===== config.mk =====
export PLATFORM = sky130hd
export DESIGN_NAME = gpa_port
export DESIGN_NICKNAME = d
export VERILOG_FILES = /design/src/shared/gpa_pkg.sv /design/src/rtl/gpa_port.sv /design/src/rtl/gpa_sync.sv
export SDC_FILE = /design/constraint.sdc
export NUM_CORES = 1
export LEC_CHECK = 0
export ABC_AREA = 1
export BUFFER_PORTS_ARGS = -buffer_cell sky130_fd_sc_hd__buf_2
export CAP_MARGIN = 40
export CORE_ASPECT_RATIO = 0.8
export CORE_UTILIZATION = 45
export DETAILED_ROUTE_END_ITERATION = 8
export GPL_TIMING_DRIVEN = 0
export PLACE_DENSITY = 0.82
export REMOVE_ABC_BUFFERS = 1
export SLEW_MARGIN = 20
export SYNTH_ARGS = -nofsm -noshare
export SYNTH_HDL_FRONTEND = slang
export SYNTH_HIERARCHICAL = 1
export SYNTH_SLANG_ARGS = --single-unit

===== constraint.sdc =====
create_clock -name sys_clk -period 1.1 [get_ports sys_clk]
set_input_delay 0.22 -clock sys_clk [delete_from_list [all_inputs] [get_ports sys_clk]]
set_output_delay 0.22 -clock sys_clk [all_outputs]
set_load 0.02 [all_outputs]

===== src/shared/gpa_pkg.sv =====
package gpa_pkg;

  localparam int ADDR_W = 3;
  localparam int PORT_W = 8;

  // Register offsets on the plain register port
  localparam logic [ADDR_W-1:0] OFS_DIR = 3'h0;
  localparam logic [ADDR_W-1:0] OFS_PIN = 3'h1;
  localparam logic [ADDR_W-1:0] OFS_LAT = 3'h2;
  localparam logic [ADDR_W-1:0] OFS_ANA = 3'h3;

  // Implemented bits; bit 7 is absent and reads as zero
  localparam logic [PORT_W-1:0] IMPL_MASK = 8'h7f;
  // Bits that may be analog inputs: 5 and 3..0
  localparam logic [PORT_W-1:0] ANA_MASK  = 8'h2f;
  // Bits always usable as plain I/O, whatever the oscillator mode
  localparam logic [PORT_W-1:0] FIXED_IO  = 8'h3f;

  localparam logic [PORT_W-1:0] RST_DIR = 8'h7f;
  localparam logic [PORT_W-1:0] RST_LAT = 8'h00;
  localparam logic [PORT_W-1:0] RST_ANA = 8'h2f;

  localparam int OSC_BIT = 6;
  localparam int TMR_BIT = 4;

  // Cycle clock is the oscillator divided by four
  localparam int CYC_DIV   = 4;
  localparam int CYC_CNT_W = $clog2(CYC_DIV);

  typedef enum logic [2:0] {
    OSC_XTAL_MODE              = 3'b000,
    OSC_EXT_CLOCK_MODE         = 3'b001,
    OSC_EXT_CLOCK_IO_MODE      = 3'b010,
    OSC_EXT_CLOCK_PLL_MODE     = 3'b011,
    OSC_EXT_CLOCK_PLL_IO_MODE  = 3'b100,
    OSC_INTERNAL_CLOCK_OUT_MODE = 3'b101,
    OSC_INTERNAL_OSC_IO_MODE   = 3'b110
  } gpa_osc_mode_t;

endpackage : gpa_pkg


===== src/rtl/gpa_port.sv =====
// Summary of operation
// - Seven bits (bit 7 absent), each input or output alone
// - Direction one: driver off, pin is input
// - Direction zero: pin driven from latch bit
// - Pin register reads pins, writes latch
// - Latch register reads back latched values
// - Oscillator-owned bit six reads zero everywhere
// - Reset: bits 5,3..0 analog, bit 4 digital
// - Analog select register disables digital input
// - Analog selection leaves output drive alone
// - Bit four pin feeds timer clock input only while bit four is an input
// - Bit four pin always feeds USB receive
// - Clock-out modes drive cycle clock on six
// - Enabled peripheral takes pin from port, except bit six in clock-out modes
//
// Implementation choices: strobed register access and the placing of the registers.
`timescale 1ns/10ps
module gpa_port
(
  input  wire logic                       sys_clk,
  input  wire logic                       rst_n,
  input  wire logic [gpa_pkg::ADDR_W-1:0] addr,
  input  wire logic [gpa_pkg::PORT_W-1:0] wr_data,
  input  wire logic                       wr_en,
  input  wire logic                       rd_en,
  output logic      [gpa_pkg::PORT_W-1:0] rd_data,
  input  wire logic [2:0]                 osc_mode,
  input  wire logic [gpa_pkg::PORT_W-1:0] periph_claim,
  input  wire logic [gpa_pkg::PORT_W-1:0] pad_in,
  output logic      [gpa_pkg::PORT_W-1:0] pad_out,
  output logic      [gpa_pkg::PORT_W-1:0] pad_oe,
  output logic      [gpa_pkg::PORT_W-1:0] analog_select,
  output logic                            timer_zero_clock_in,
  output logic                            usb_receive_in
);

  logic [gpa_pkg::PORT_W-1:0]    dir_q;
  logic [gpa_pkg::PORT_W-1:0]    latch_q;
  logic [gpa_pkg::PORT_W-1:0]    ana_q;
  logic [gpa_pkg::CYC_CNT_W-1:0] cnt_q;
  logic [gpa_pkg::PORT_W-1:0]    pin_sync;
  logic [gpa_pkg::PORT_W-1:0]    pad_out_d;
  logic [gpa_pkg::PORT_W-1:0]    pad_oe_d;
  logic [gpa_pkg::PORT_W-1:0]    rd_data_d;

  wire logic                       bit6_io;
  wire logic                       cko_mode;
  wire logic [gpa_pkg::PORT_W-1:0] io_mask;
  wire logic [gpa_pkg::PORT_W-1:0] dig_in_mask;
  wire logic [gpa_pkg::PORT_W-1:0] pin_rd;
  wire logic                       sel_dir;
  wire logic                       sel_pin;
  wire logic                       sel_lat;
  wire logic                       sel_ana;
  wire logic                       wr_latch;

  gpa_sync u_sync
  (
    .sys_clk  (sys_clk),
    .rst_n    (rst_n),
    .async_in (pad_in),
    .sync_out (pin_sync)
  );

  // Oscillator configuration decides who owns bit six
  assign bit6_io  = (osc_mode == gpa_pkg::OSC_EXT_CLOCK_IO_MODE)
                 || (osc_mode == gpa_pkg::OSC_EXT_CLOCK_PLL_IO_MODE)
                 || (osc_mode == gpa_pkg::OSC_INTERNAL_OSC_IO_MODE);
  assign cko_mode = (osc_mode == gpa_pkg::OSC_EXT_CLOCK_MODE)
                 || (osc_mode == gpa_pkg::OSC_EXT_CLOCK_PLL_MODE)
                 || (osc_mode == gpa_pkg::OSC_INTERNAL_CLOCK_OUT_MODE);

  assign io_mask     = gpa_pkg::FIXED_IO | {1'b0, bit6_io, 6'h00};
  assign dig_in_mask = io_mask & ~ana_q;
  assign pin_rd      = pin_sync & dig_in_mask;

  assign sel_dir  = (addr == gpa_pkg::OFS_DIR);
  assign sel_pin  = (addr == gpa_pkg::OFS_PIN);
  assign sel_lat  = (addr == gpa_pkg::OFS_LAT);
  assign sel_ana  = (addr == gpa_pkg::OFS_ANA);
  // Both the pin and latch registers write the latch
  assign wr_latch = wr_en && (sel_pin || sel_lat);

  // Unmapped offsets read as zero
  assign rd_data_d = !rd_en  ? '0
                   : sel_dir ? (dir_q & io_mask)
                   : sel_pin ? pin_rd
                   : sel_lat ? (latch_q & io_mask)
                   : sel_ana ? ana_q
                   : '0;

  genvar i;
  generate
    for (i = 0; i < gpa_pkg::PORT_W; i = i + 1)
    begin : g_pad
      if (i == gpa_pkg::OSC_BIT)
      begin : g_osc
        // Cycle clock overrides the direction bit entirely
        assign pad_out_d[i] = cko_mode ? cnt_q[gpa_pkg::CYC_CNT_W-1] : latch_q[i];
        assign pad_oe_d[i]  = cko_mode
                           || (io_mask[i] && !dir_q[i] && !periph_claim[i]);
      end
      else
      begin : g_gen
        // Analog selection plays no part in the drive
        assign pad_out_d[i] = latch_q[i];
        assign pad_oe_d[i]  = io_mask[i] && !dir_q[i] && !periph_claim[i];
      end
    end
  endgenerate

  always_ff @(posedge sys_clk)
  begin
    if (!rst_n)
    begin
      dir_q   <= gpa_pkg::RST_DIR;
      latch_q <= gpa_pkg::RST_LAT;
      ana_q   <= gpa_pkg::RST_ANA;
    end
    else
    begin
      if (wr_en && sel_dir)
        dir_q <= wr_data & gpa_pkg::IMPL_MASK;
      if (wr_latch)
        latch_q <= wr_data & gpa_pkg::IMPL_MASK;
      if (wr_en && sel_ana)
        ana_q <= wr_data & gpa_pkg::ANA_MASK;
    end
  end

  // Free-running divider; duty cycle stays at one half
  always_ff @(posedge sys_clk)
  begin
    if (!rst_n)
      cnt_q <= '0;
    else
      cnt_q <= cnt_q + 1'b1;
  end

  // Registered pads avoid glitches from the decode
  always_ff @(posedge sys_clk)
  begin
    if (!rst_n)
    begin
      pad_out <= '0;
      pad_oe  <= '0;
    end
    else
    begin
      pad_out <= pad_out_d;
      pad_oe  <= pad_oe_d;
    end
  end

  // Read data stands for exactly one cycle
  always_ff @(posedge sys_clk)
  begin
    if (!rst_n)
      rd_data <= '0;
    else
      rd_data <= rd_data_d;
  end

  // Alternate inputs use the synchronised level, never the raw pad
  always_ff @(posedge sys_clk)
  begin
    if (!rst_n)
    begin
      timer_zero_clock_in <= 1'b0;
      usb_receive_in      <= 1'b0;
    end
    else
    begin
      timer_zero_clock_in <= pin_sync[gpa_pkg::TMR_BIT] && dir_q[gpa_pkg::TMR_BIT];
      usb_receive_in      <= pin_sync[gpa_pkg::TMR_BIT];
    end
  end

  assign analog_select = ana_q;
endmodule : gpa_port


===== src/rtl/gpa_sync.sv =====
`timescale 1ns/10ps
module gpa_sync
(
  input  wire logic                      sys_clk,
  input  wire logic                      rst_n,
  input  wire logic [gpa_pkg::PORT_W-1:0] async_in,
  output logic      [gpa_pkg::PORT_W-1:0] sync_out
);

  logic [gpa_pkg::PORT_W-1:0] meta_q;

  // First stage feeds only the second stage
  genvar i;
  generate
    for (i = 0; i < gpa_pkg::PORT_W; i = i + 1)
    begin : g_bit
      always_ff @(posedge sys_clk)
      begin
        if (!rst_n)
        begin
          meta_q[i]   <= 1'b0;
          sync_out[i] <= 1'b0;
        end
        else
        begin
          meta_q[i]   <= async_in[i];
          sync_out[i] <= meta_q[i];
        end
      end
    end
  endgenerate

endmodule : gpa_sync


Word level (Yosys, flattened, before mapping):

Cells that the tools add are included.

* bits in registers: 62
* word-level logic and storage cells: 80
* input port bits: 34
* output and inout port bits: 34

* reductions and logical operators: 34
* add/subtract/negate cells: 1
* bitwise gates (word level): 5
* muxes and demuxes: 5
* equal/unequal tests: 9

Operators with widths (number)
* $mux W8: 2
* $and A7 B7 Y7: 2
* $logic_not A1 Y1: 14
* $eq A3 B2 Y1 const B: 4
* $logic_and A1 B1 Y1: 12
* $eq A3 B3 Y1 const B: 3
* $and A7 B8 Y8: 1
* $and A8 B8 Y8: 1
* $not A6 Y8: 1
* $mux W7: 1
* $eq A3 B1 Y1 const B: 2
* $logic_or A1 B1 Y1: 6
* $mux W6: 1
* $logic_not A3 Y1: 1
* $add A2 B1 Y2 const B: 1
* $reduce_and A2 Y1: 1
* $mux W1: 1

Longest topological paths before layout:

Gate-level depths: netlist of run 1.

* depth after elaboration: 7
* mapped depth: 8
* depth with buffers taken out: 6

Hierarchy:

Netlist of run 1, hierarchy kept.

Modules (own cells, without submodules)
* gpa_port: area each 1775.5 um^2, times used 1, seq. area each 880.8 um^2, cells each 240
* gpa_sync: area each 484.2 um^2, times used 1, seq. area each 320.3 um^2, cells each 50

Least setup slack after synthesis of run 1:

Ideal clock, no wire load.

* path kind: in2reg
* start: in addr[1] (netlist name)
* end: reg dir_q[4] (netlist name)
* arrival time: 937 ps
* required time: 970 ps
* setup time: 130 ps
* buffers on the path: 1
* cell stages on the path: 7
* slack: 33 ps
* cells stage by stage: buf_6 nor2_4 nand2_1 nor2_4 inv_2 nand2_1 nand3_1

* longest elaborated chain between the ends: 2

Ends and longest elaborated chain
* start, declared: RTL line gpa_port.sv:22 `input wire logic [gpa_pkg::ADDR_W-1:0] addr,`
* $logic_not A3 Y1: RTL line gpa_port.sv:77 `assign sel_dir = (addr == gpa_pkg::OFS_DIR);`
* $logic_and A1 B1 Y1: RTL line gpa_port.sv:122 `if (wr_en && sel_dir)`
* end signal, assigned: RTL line gpa_port.sv:116 `dir_q <= gpa_pkg::RST_DIR;`
* end signal, assigned: RTL line gpa_port.sv:123 `dir_q <= wr_data & gpa_pkg::IMPL_MASK;`
* end, declared: RTL line gpa_port.sv:37 `logic [gpa_pkg::PORT_W-1:0] dir_q;`

No other way between the ends.
A chain may end at the register's enable or synchronous reset.

Worst setup path after layout of run 1:

* start: reg ana_q, in the netlist analog_select[2]
* end: out analog_select[2] (netlist name)

RTL lines
* start, declared: RTL line gpa_port.sv:39 `logic [gpa_pkg::PORT_W-1:0] ana_q;`
* start signal, assigned: RTL line gpa_port.sv:118 `ana_q <= gpa_pkg::RST_ANA;`
* start signal, assigned: RTL line gpa_port.sv:127 `ana_q <= wr_data & gpa_pkg::ANA_MASK;`
* end, declared: RTL line gpa_port.sv:32 `output logic [gpa_pkg::PORT_W-1:0] analog_select,`

No word-level cell between the ends.

==> results of run 1 <==
-- worst paths after layout --
check | from | slack [ns] | to
setup / recovery | analog_select[2]$_SDFFE_PN1P_ | 0.04 | analog_select[2]
setup reg to reg | analog_select[2]$_SDFFE_PN1P_ | 0.25 | rd_data[2]$_SDFF_PN0_
hold reg to reg | u_sync/meta_q[0]$_SDFF_PN0_ | 0.41 | u_sync/sync_out[0]$_SDFF_PN0_
hold / removal | periph_claim[1] | 0.04 | pad_oe[1]$_SDFF_PN0_
-- flip-flops by register name, indices dropped and copies added (netlist names) --
| register | cells |
|---|---|
| analog_select | 5 |
| cnt_q | 2 |
| dir_q | 7 |
| latch_q | 7 |
| pad_oe | 7 |
| pad_out | 7 |
| rd_data | 7 |
| timer_zero_clock_in | 1 |
| u_sync/meta_q | 7 |
| u_sync/sync_out | 7 |
| usb_receive_in | 1 |
-- what timing repair did --
| item | 4_1_cts | 5_1_grt |
|---|---|---|
| setup endpoints to repair | 19 | 4 |
| endpoints found under the hold margin | 0 | 0 |
| hold buffers | 0 | 0 |
| cloned | 0 | 0 |
| gates resized for setup | 7 | 5 |
-- per-layer routing --
layer	GRT usage	wire [µm]	vias to the layer above
met4	0.107	103	0
li1	-	-	978
met3	0.0789	338	9
met5	0	0	-
met2	0.269	1810	67
met1	0.232	2070	807
-- power groups by stage --
stage	Combinational, µW	Sequential, µW	Clock [µW]
2_1_floorplan	188	2300	0
3_3_place_gp	379	2270	0
3_5_place_dp	389	2280	0
4_1_cts	394	2230	1730
5_1_grt	443	2240	1820
6_report	395	2230	1660
-- metrics by stage --
stage | setup TNS, ns | setup slack [ns]
2_1_floorplan | 0 | 0.150
3_3_place_gp | -9.66 | -0.475
3_5_place_dp | -10.77 | -0.515
4_1_cts | 0 | 0.00138
5_1_grt | 0 | 0.00263
6_report | 0 | 0.0443
-- final cells by class --
type / instances / area, µm² / share of cell area
flip-flops and latches: 58 / 1170 / 0.439
multi-input cells: 166 / 754 / 0.283
repair buffers: 58 / 305 / 0.115
inverters: 50 / 188 / 0.0705
clock buffers: 12 / 155 / 0.0583
well taps: 60 / 75.1 / 0.0282
clock inverters: 3 / 15.0 / 0.00564
-- cell usage in the layout (no fill, tap or decap) --
| master | instances |
|---|---|
| nor2_1 | 27 |
| nand2_1 | 66 |
| o211ai_1 | 5 |
| nor2_4 | 2 |
| xnor2_1 | 1 |
| nand3_2 | 1 |
| clkbuf_8 | 11 |
| inv_1 | 46 |
| o21ai_0 | 8 |
| buf_4 | 6 |
| dfxtp_2 | 4 |
| nand3_1 | 21 |
| clkinv_2 | 3 |
| conb_1 | 6 |
| clkbuf_1 | 1 |
| dfxtp_4 | 1 |
| inv_2 | 3 |
| nand2_2 | 6 |
| nand4_1 | 5 |
| a21oi_1 | 11 |
| nor3_1 | 7 |
| clkinv_1 | 1 |
| buf_2 | 52 |
| dfxtp_1 | 53 |
==> flow_summary.ini, run 1 <==
[outcome]
status = complete, no violations

[global_routing]
grt_use_total = 0.187
grt_pass1_vias = 1617
overflow = 0
grt_pass1_wl_mm = 7.13
grt_antenna_before_repair = 0
grt_max_degree = 43

[worst_hold_path]
whs_path_depth = 2
hold_class = in2reg

[synth]
synth_warnings = 6
synth_area_um2 = 2200
postSynthAreaPerCell_um2 = 7.76
synthCells = 284

[critical_path]
crit_cells = 1
slowest_stage = dfxtp_4
worstSetupPathType = reg2out
worst_ep_required_time_ns = 0.88
crit_family = flip-flops
cp-start-kind = register
path_buf_inv = 1
reg2reg_depth = 5
critPathMaxStageDelay_ns = 0.35
critPathMaxFanout = 4
path_cells = buf_4
arrival_ns = 0.84
end_kind = output port

[sta]
maxSlewViolCount = 0
rsz0062_at_grt = no
clock.fmax_ghz = 0.947
clock_skew_ns = 0.00561
fin_hold_ws_ns = 0.0430
post-route-period-util = 0.960
setup_violations = 0
hold_viol = 0
period_needed_ns = 1.06

[route]
vias = 1861
wl_per_cell_um = 10.6
ant_nets = 0
drcViolationCount = 0
via_per_inst = 4.57
wirelength_mm = 4.32
firstDrtPassIters = 4
drt_iter0_drc = 118

[power]
p_leak_uw = 0.00151
powerDensity_nw_per_um2 = 1610
p_sw_frac = 0.244
finalPower_uw = 4290
p_comb_frac = 0.092
p_int_uw = 3240
switchingPower_uw = 1050
peakVddDrop_mv = 1.02
clock_power_share = 0.388
sequentialPowerShare = 0.520

[placement]
io_buffers = 58
hpwl_mm = 3.13
place_inst = 392
place_congestion = 0.903
placed_cell_area_um2 = 2470

[die]
core_um2 = 4650
die-area_um2 = 5180
die_h_um = 64.6
start_util = 0.474
io_pins = 68
die_w_um = 80.3
rows = 22

[cts]
clock-sinks = 58
cts_root_buf = clkbuf_8
cts.htree.levels = 3
cts_tree = yes
clk-insertion-delay-late_ns = 0.33
postCtsSetupRepairBufs = 0
cts.clk_slew.worst_paths_ns = 0.06
numCtsBuffers = 9
clk_path_buf_depth = 2

[finish]
final_cells = 407
drive_above_1_share = 0.256
final_util = 0.572
final_area_um2 = 2660
fillCellCount = 441
antenna_cells = 0
area_delta_synth_final_pct = 20.8
nNetsFinal = 377

[flow_run]
drv_cap = 0
No activity file was read; power rests on OpenSTA's default activity.
==> run 2: changes to the inputs <==
--- a/config.mk
+++ b/config.mk
@@ -10,8 +10,8 @@
 export CAP_MARGIN = 40
 export CORE_ASPECT_RATIO = 0.8
 export CORE_UTILIZATION = 45
+export CTS_CLUSTER_DIAMETER = 200
 export DETAILED_ROUTE_END_ITERATION = 8
-export GPL_TIMING_DRIVEN = 0
 export PLACE_DENSITY = 0.82
 export REMOVE_ABC_BUFFERS = 1
 export SLEW_MARGIN = 20
==> run 2 against run 1 <==
Net effect: first-iteration DRC count up 1.7%; final area increased by 6.5%; worst setup slack about the same; wire length is 6.3% higher; maximum frequency is essentially flat; register-to-register slack worse by 0.15 ns; die area is the same; global-route usage up 1.2 points; critical path type unchanged; critical endpoint unchanged; largest cell class unchanged; largest power group unchanged; highest routed layer unchanged.
==> flow_summary.ini, run 2 (synthesis results as in run 1) <==
[placement]
place_congestion = 0.938
hpwl_mm = 3.43
placed_cell_area_um2 = 2590
place_inst = 408
io_buffers = 58

[power]
clock_power_share = 0.442
p_int_uw = 3680
p_leak_uw = 0.00162
powerDensity_nw_per_um2 = 1690
peakVddDrop_mv = 1.19
p_comb_frac = 0.092
switchingPower_uw = 1110
p_sw_frac = 0.232
sequentialPowerShare = 0.465

[route]
vias = 1953
via_per_inst = 4.60
wirelength_mm = 4.59
wl_per_cell_um = 10.8
firstDrtPassIters = 4
ant_nets = 0
drcViolationCount = 0
drt_iter0_drc = 120

[global_routing]
grt_max_degree = 20
grt_pass1_vias = 1724
grt_use_total = 0.199
grt-busiest-layer = met2
overflow = 0
grt_pass1_wl_mm = 7.56
grt_use_met1 = 0.245
met2_usage = 0.301
grt_antenna_before_repair = 0
met3_usage = 0.0930

[sta]
period_needed_ns = 1.06
rsz0062_at_grt = no
clock_skew_ns = 0.00626
maxSlewViolCount = 0
setup_violations = 0
post-route-period-util = 0.960
clock.fmax_ghz = 0.947
hold_viol = 0
fin_hold_ws_ns = 0.0389

[critical_path]
slowest_stage = dfxtp_4
cp-start-kind = register
end_kind = output port
crit_family = flip-flops
worst_ep_required_time_ns = 0.88
path_cells = buf_4
critPathMaxStageDelay_ns = 0.35
path_buf_inv = 1
critPathMaxFanout = 3
worstSetupPathType = reg2out
arrival_ns = 0.84

[finish]
nNetsFinal = 394
final_common_cell = nand2_1
final_cells = 425
final_util = 0.609
antenna_cells = 0
area_delta_synth_final_pct = 28.6
final_area_um2 = 2840
final_cell_mix = nand2_1, dfxtp_1, buf_2
drive_above_1_share = 0.296

[cts]
cts.clk_slew.worst_paths_ns = 0.06
cts_root_buf = clkbuf_8
clock-sinks = 58
cts_tree = yes
numCtsBuffers = 9
clk-insertion-delay-late_ns = 0.34
cts.htree.levels = 3
clk_path_buf_depth = 2

[die]
die_w_um = 80.3
start_util = 0.474
core_um2 = 4650
die-area_um2 = 5180
io_pins = 68
rows = 22
die_h_um = 64.6

[outcome]
status = complete, no violations

[worst_hold_path]
hold_class = in2reg

[flow_run]
drv_cap = 0
[run 2: cell type report]
cell class / count / area [µm²]
multi-input combinational: 166 / 754
inverter: 50 / 188
clock buffer: 10 / 138
clock inverter: 6 / 80.1
sequential: 58 / 1170
fill: 418 / 1820
timing repair buffer: 75 / 430
tap: 60 / 75.1
[run 2: final timing paths]
check                                     start                             to  slack (ns)  depth (start not counted)
setup reg to reg  analog_select[2]$_SDFFE_PN1P_          rd_data[2]$_SDFF_PN0_        0.10                          6
hold reg to reg     u_sync/meta_q[6]$_SDFF_PN0_  u_sync/sync_out[6]$_SDFF_PN0_        0.41                          2
hold / removal                  periph_claim[0]           pad_oe[0]$_SDFF_PN0_        0.04                          2
setup / recovery  analog_select[2]$_SDFFE_PN1P_               analog_select[2]        0.04                          1
[run 2: stage by stage]
stage / total power, µW / worst slack [ns] / TNS (ns)
after floorplan: 2490 / 0.150 / 0
after global placement: 2690 / 0.0176 / 0
after detailed placement: 2710 / -0.0314 / -0.140
after CTS: 4830 / 0.00333 / 0
after global routing: 5010 / 0.00378 / 0
final: 4790 / 0.0438 / 0
[run 2: what timing repair did]
item / 4_1_cts / 5_1_grt
cloned: 0 / 0
setup buffers: 0 / 1
setup endpoints to repair: 3 / 4
hold buffers: 0 / 0
resized for setup: 5 / 6
[run 2: power by group through the flow]
stage	clock [µW]	combinational (µW)	sequential, µW
floorplan	0	188	2300
global placement	0	421	2270
detailed placement	0	433	2270
CTS	2160	439	2230
global route	2280	492	2240
finish	2120	442	2230
[run 2: per-layer routing]
layer / part of all wire / wire length, µm
met1: 0.46 / 2110
met2: 0.45 / 2070
met3: 0.081 / 370
met4: 0.0089 / 41
met5: 0 / 0
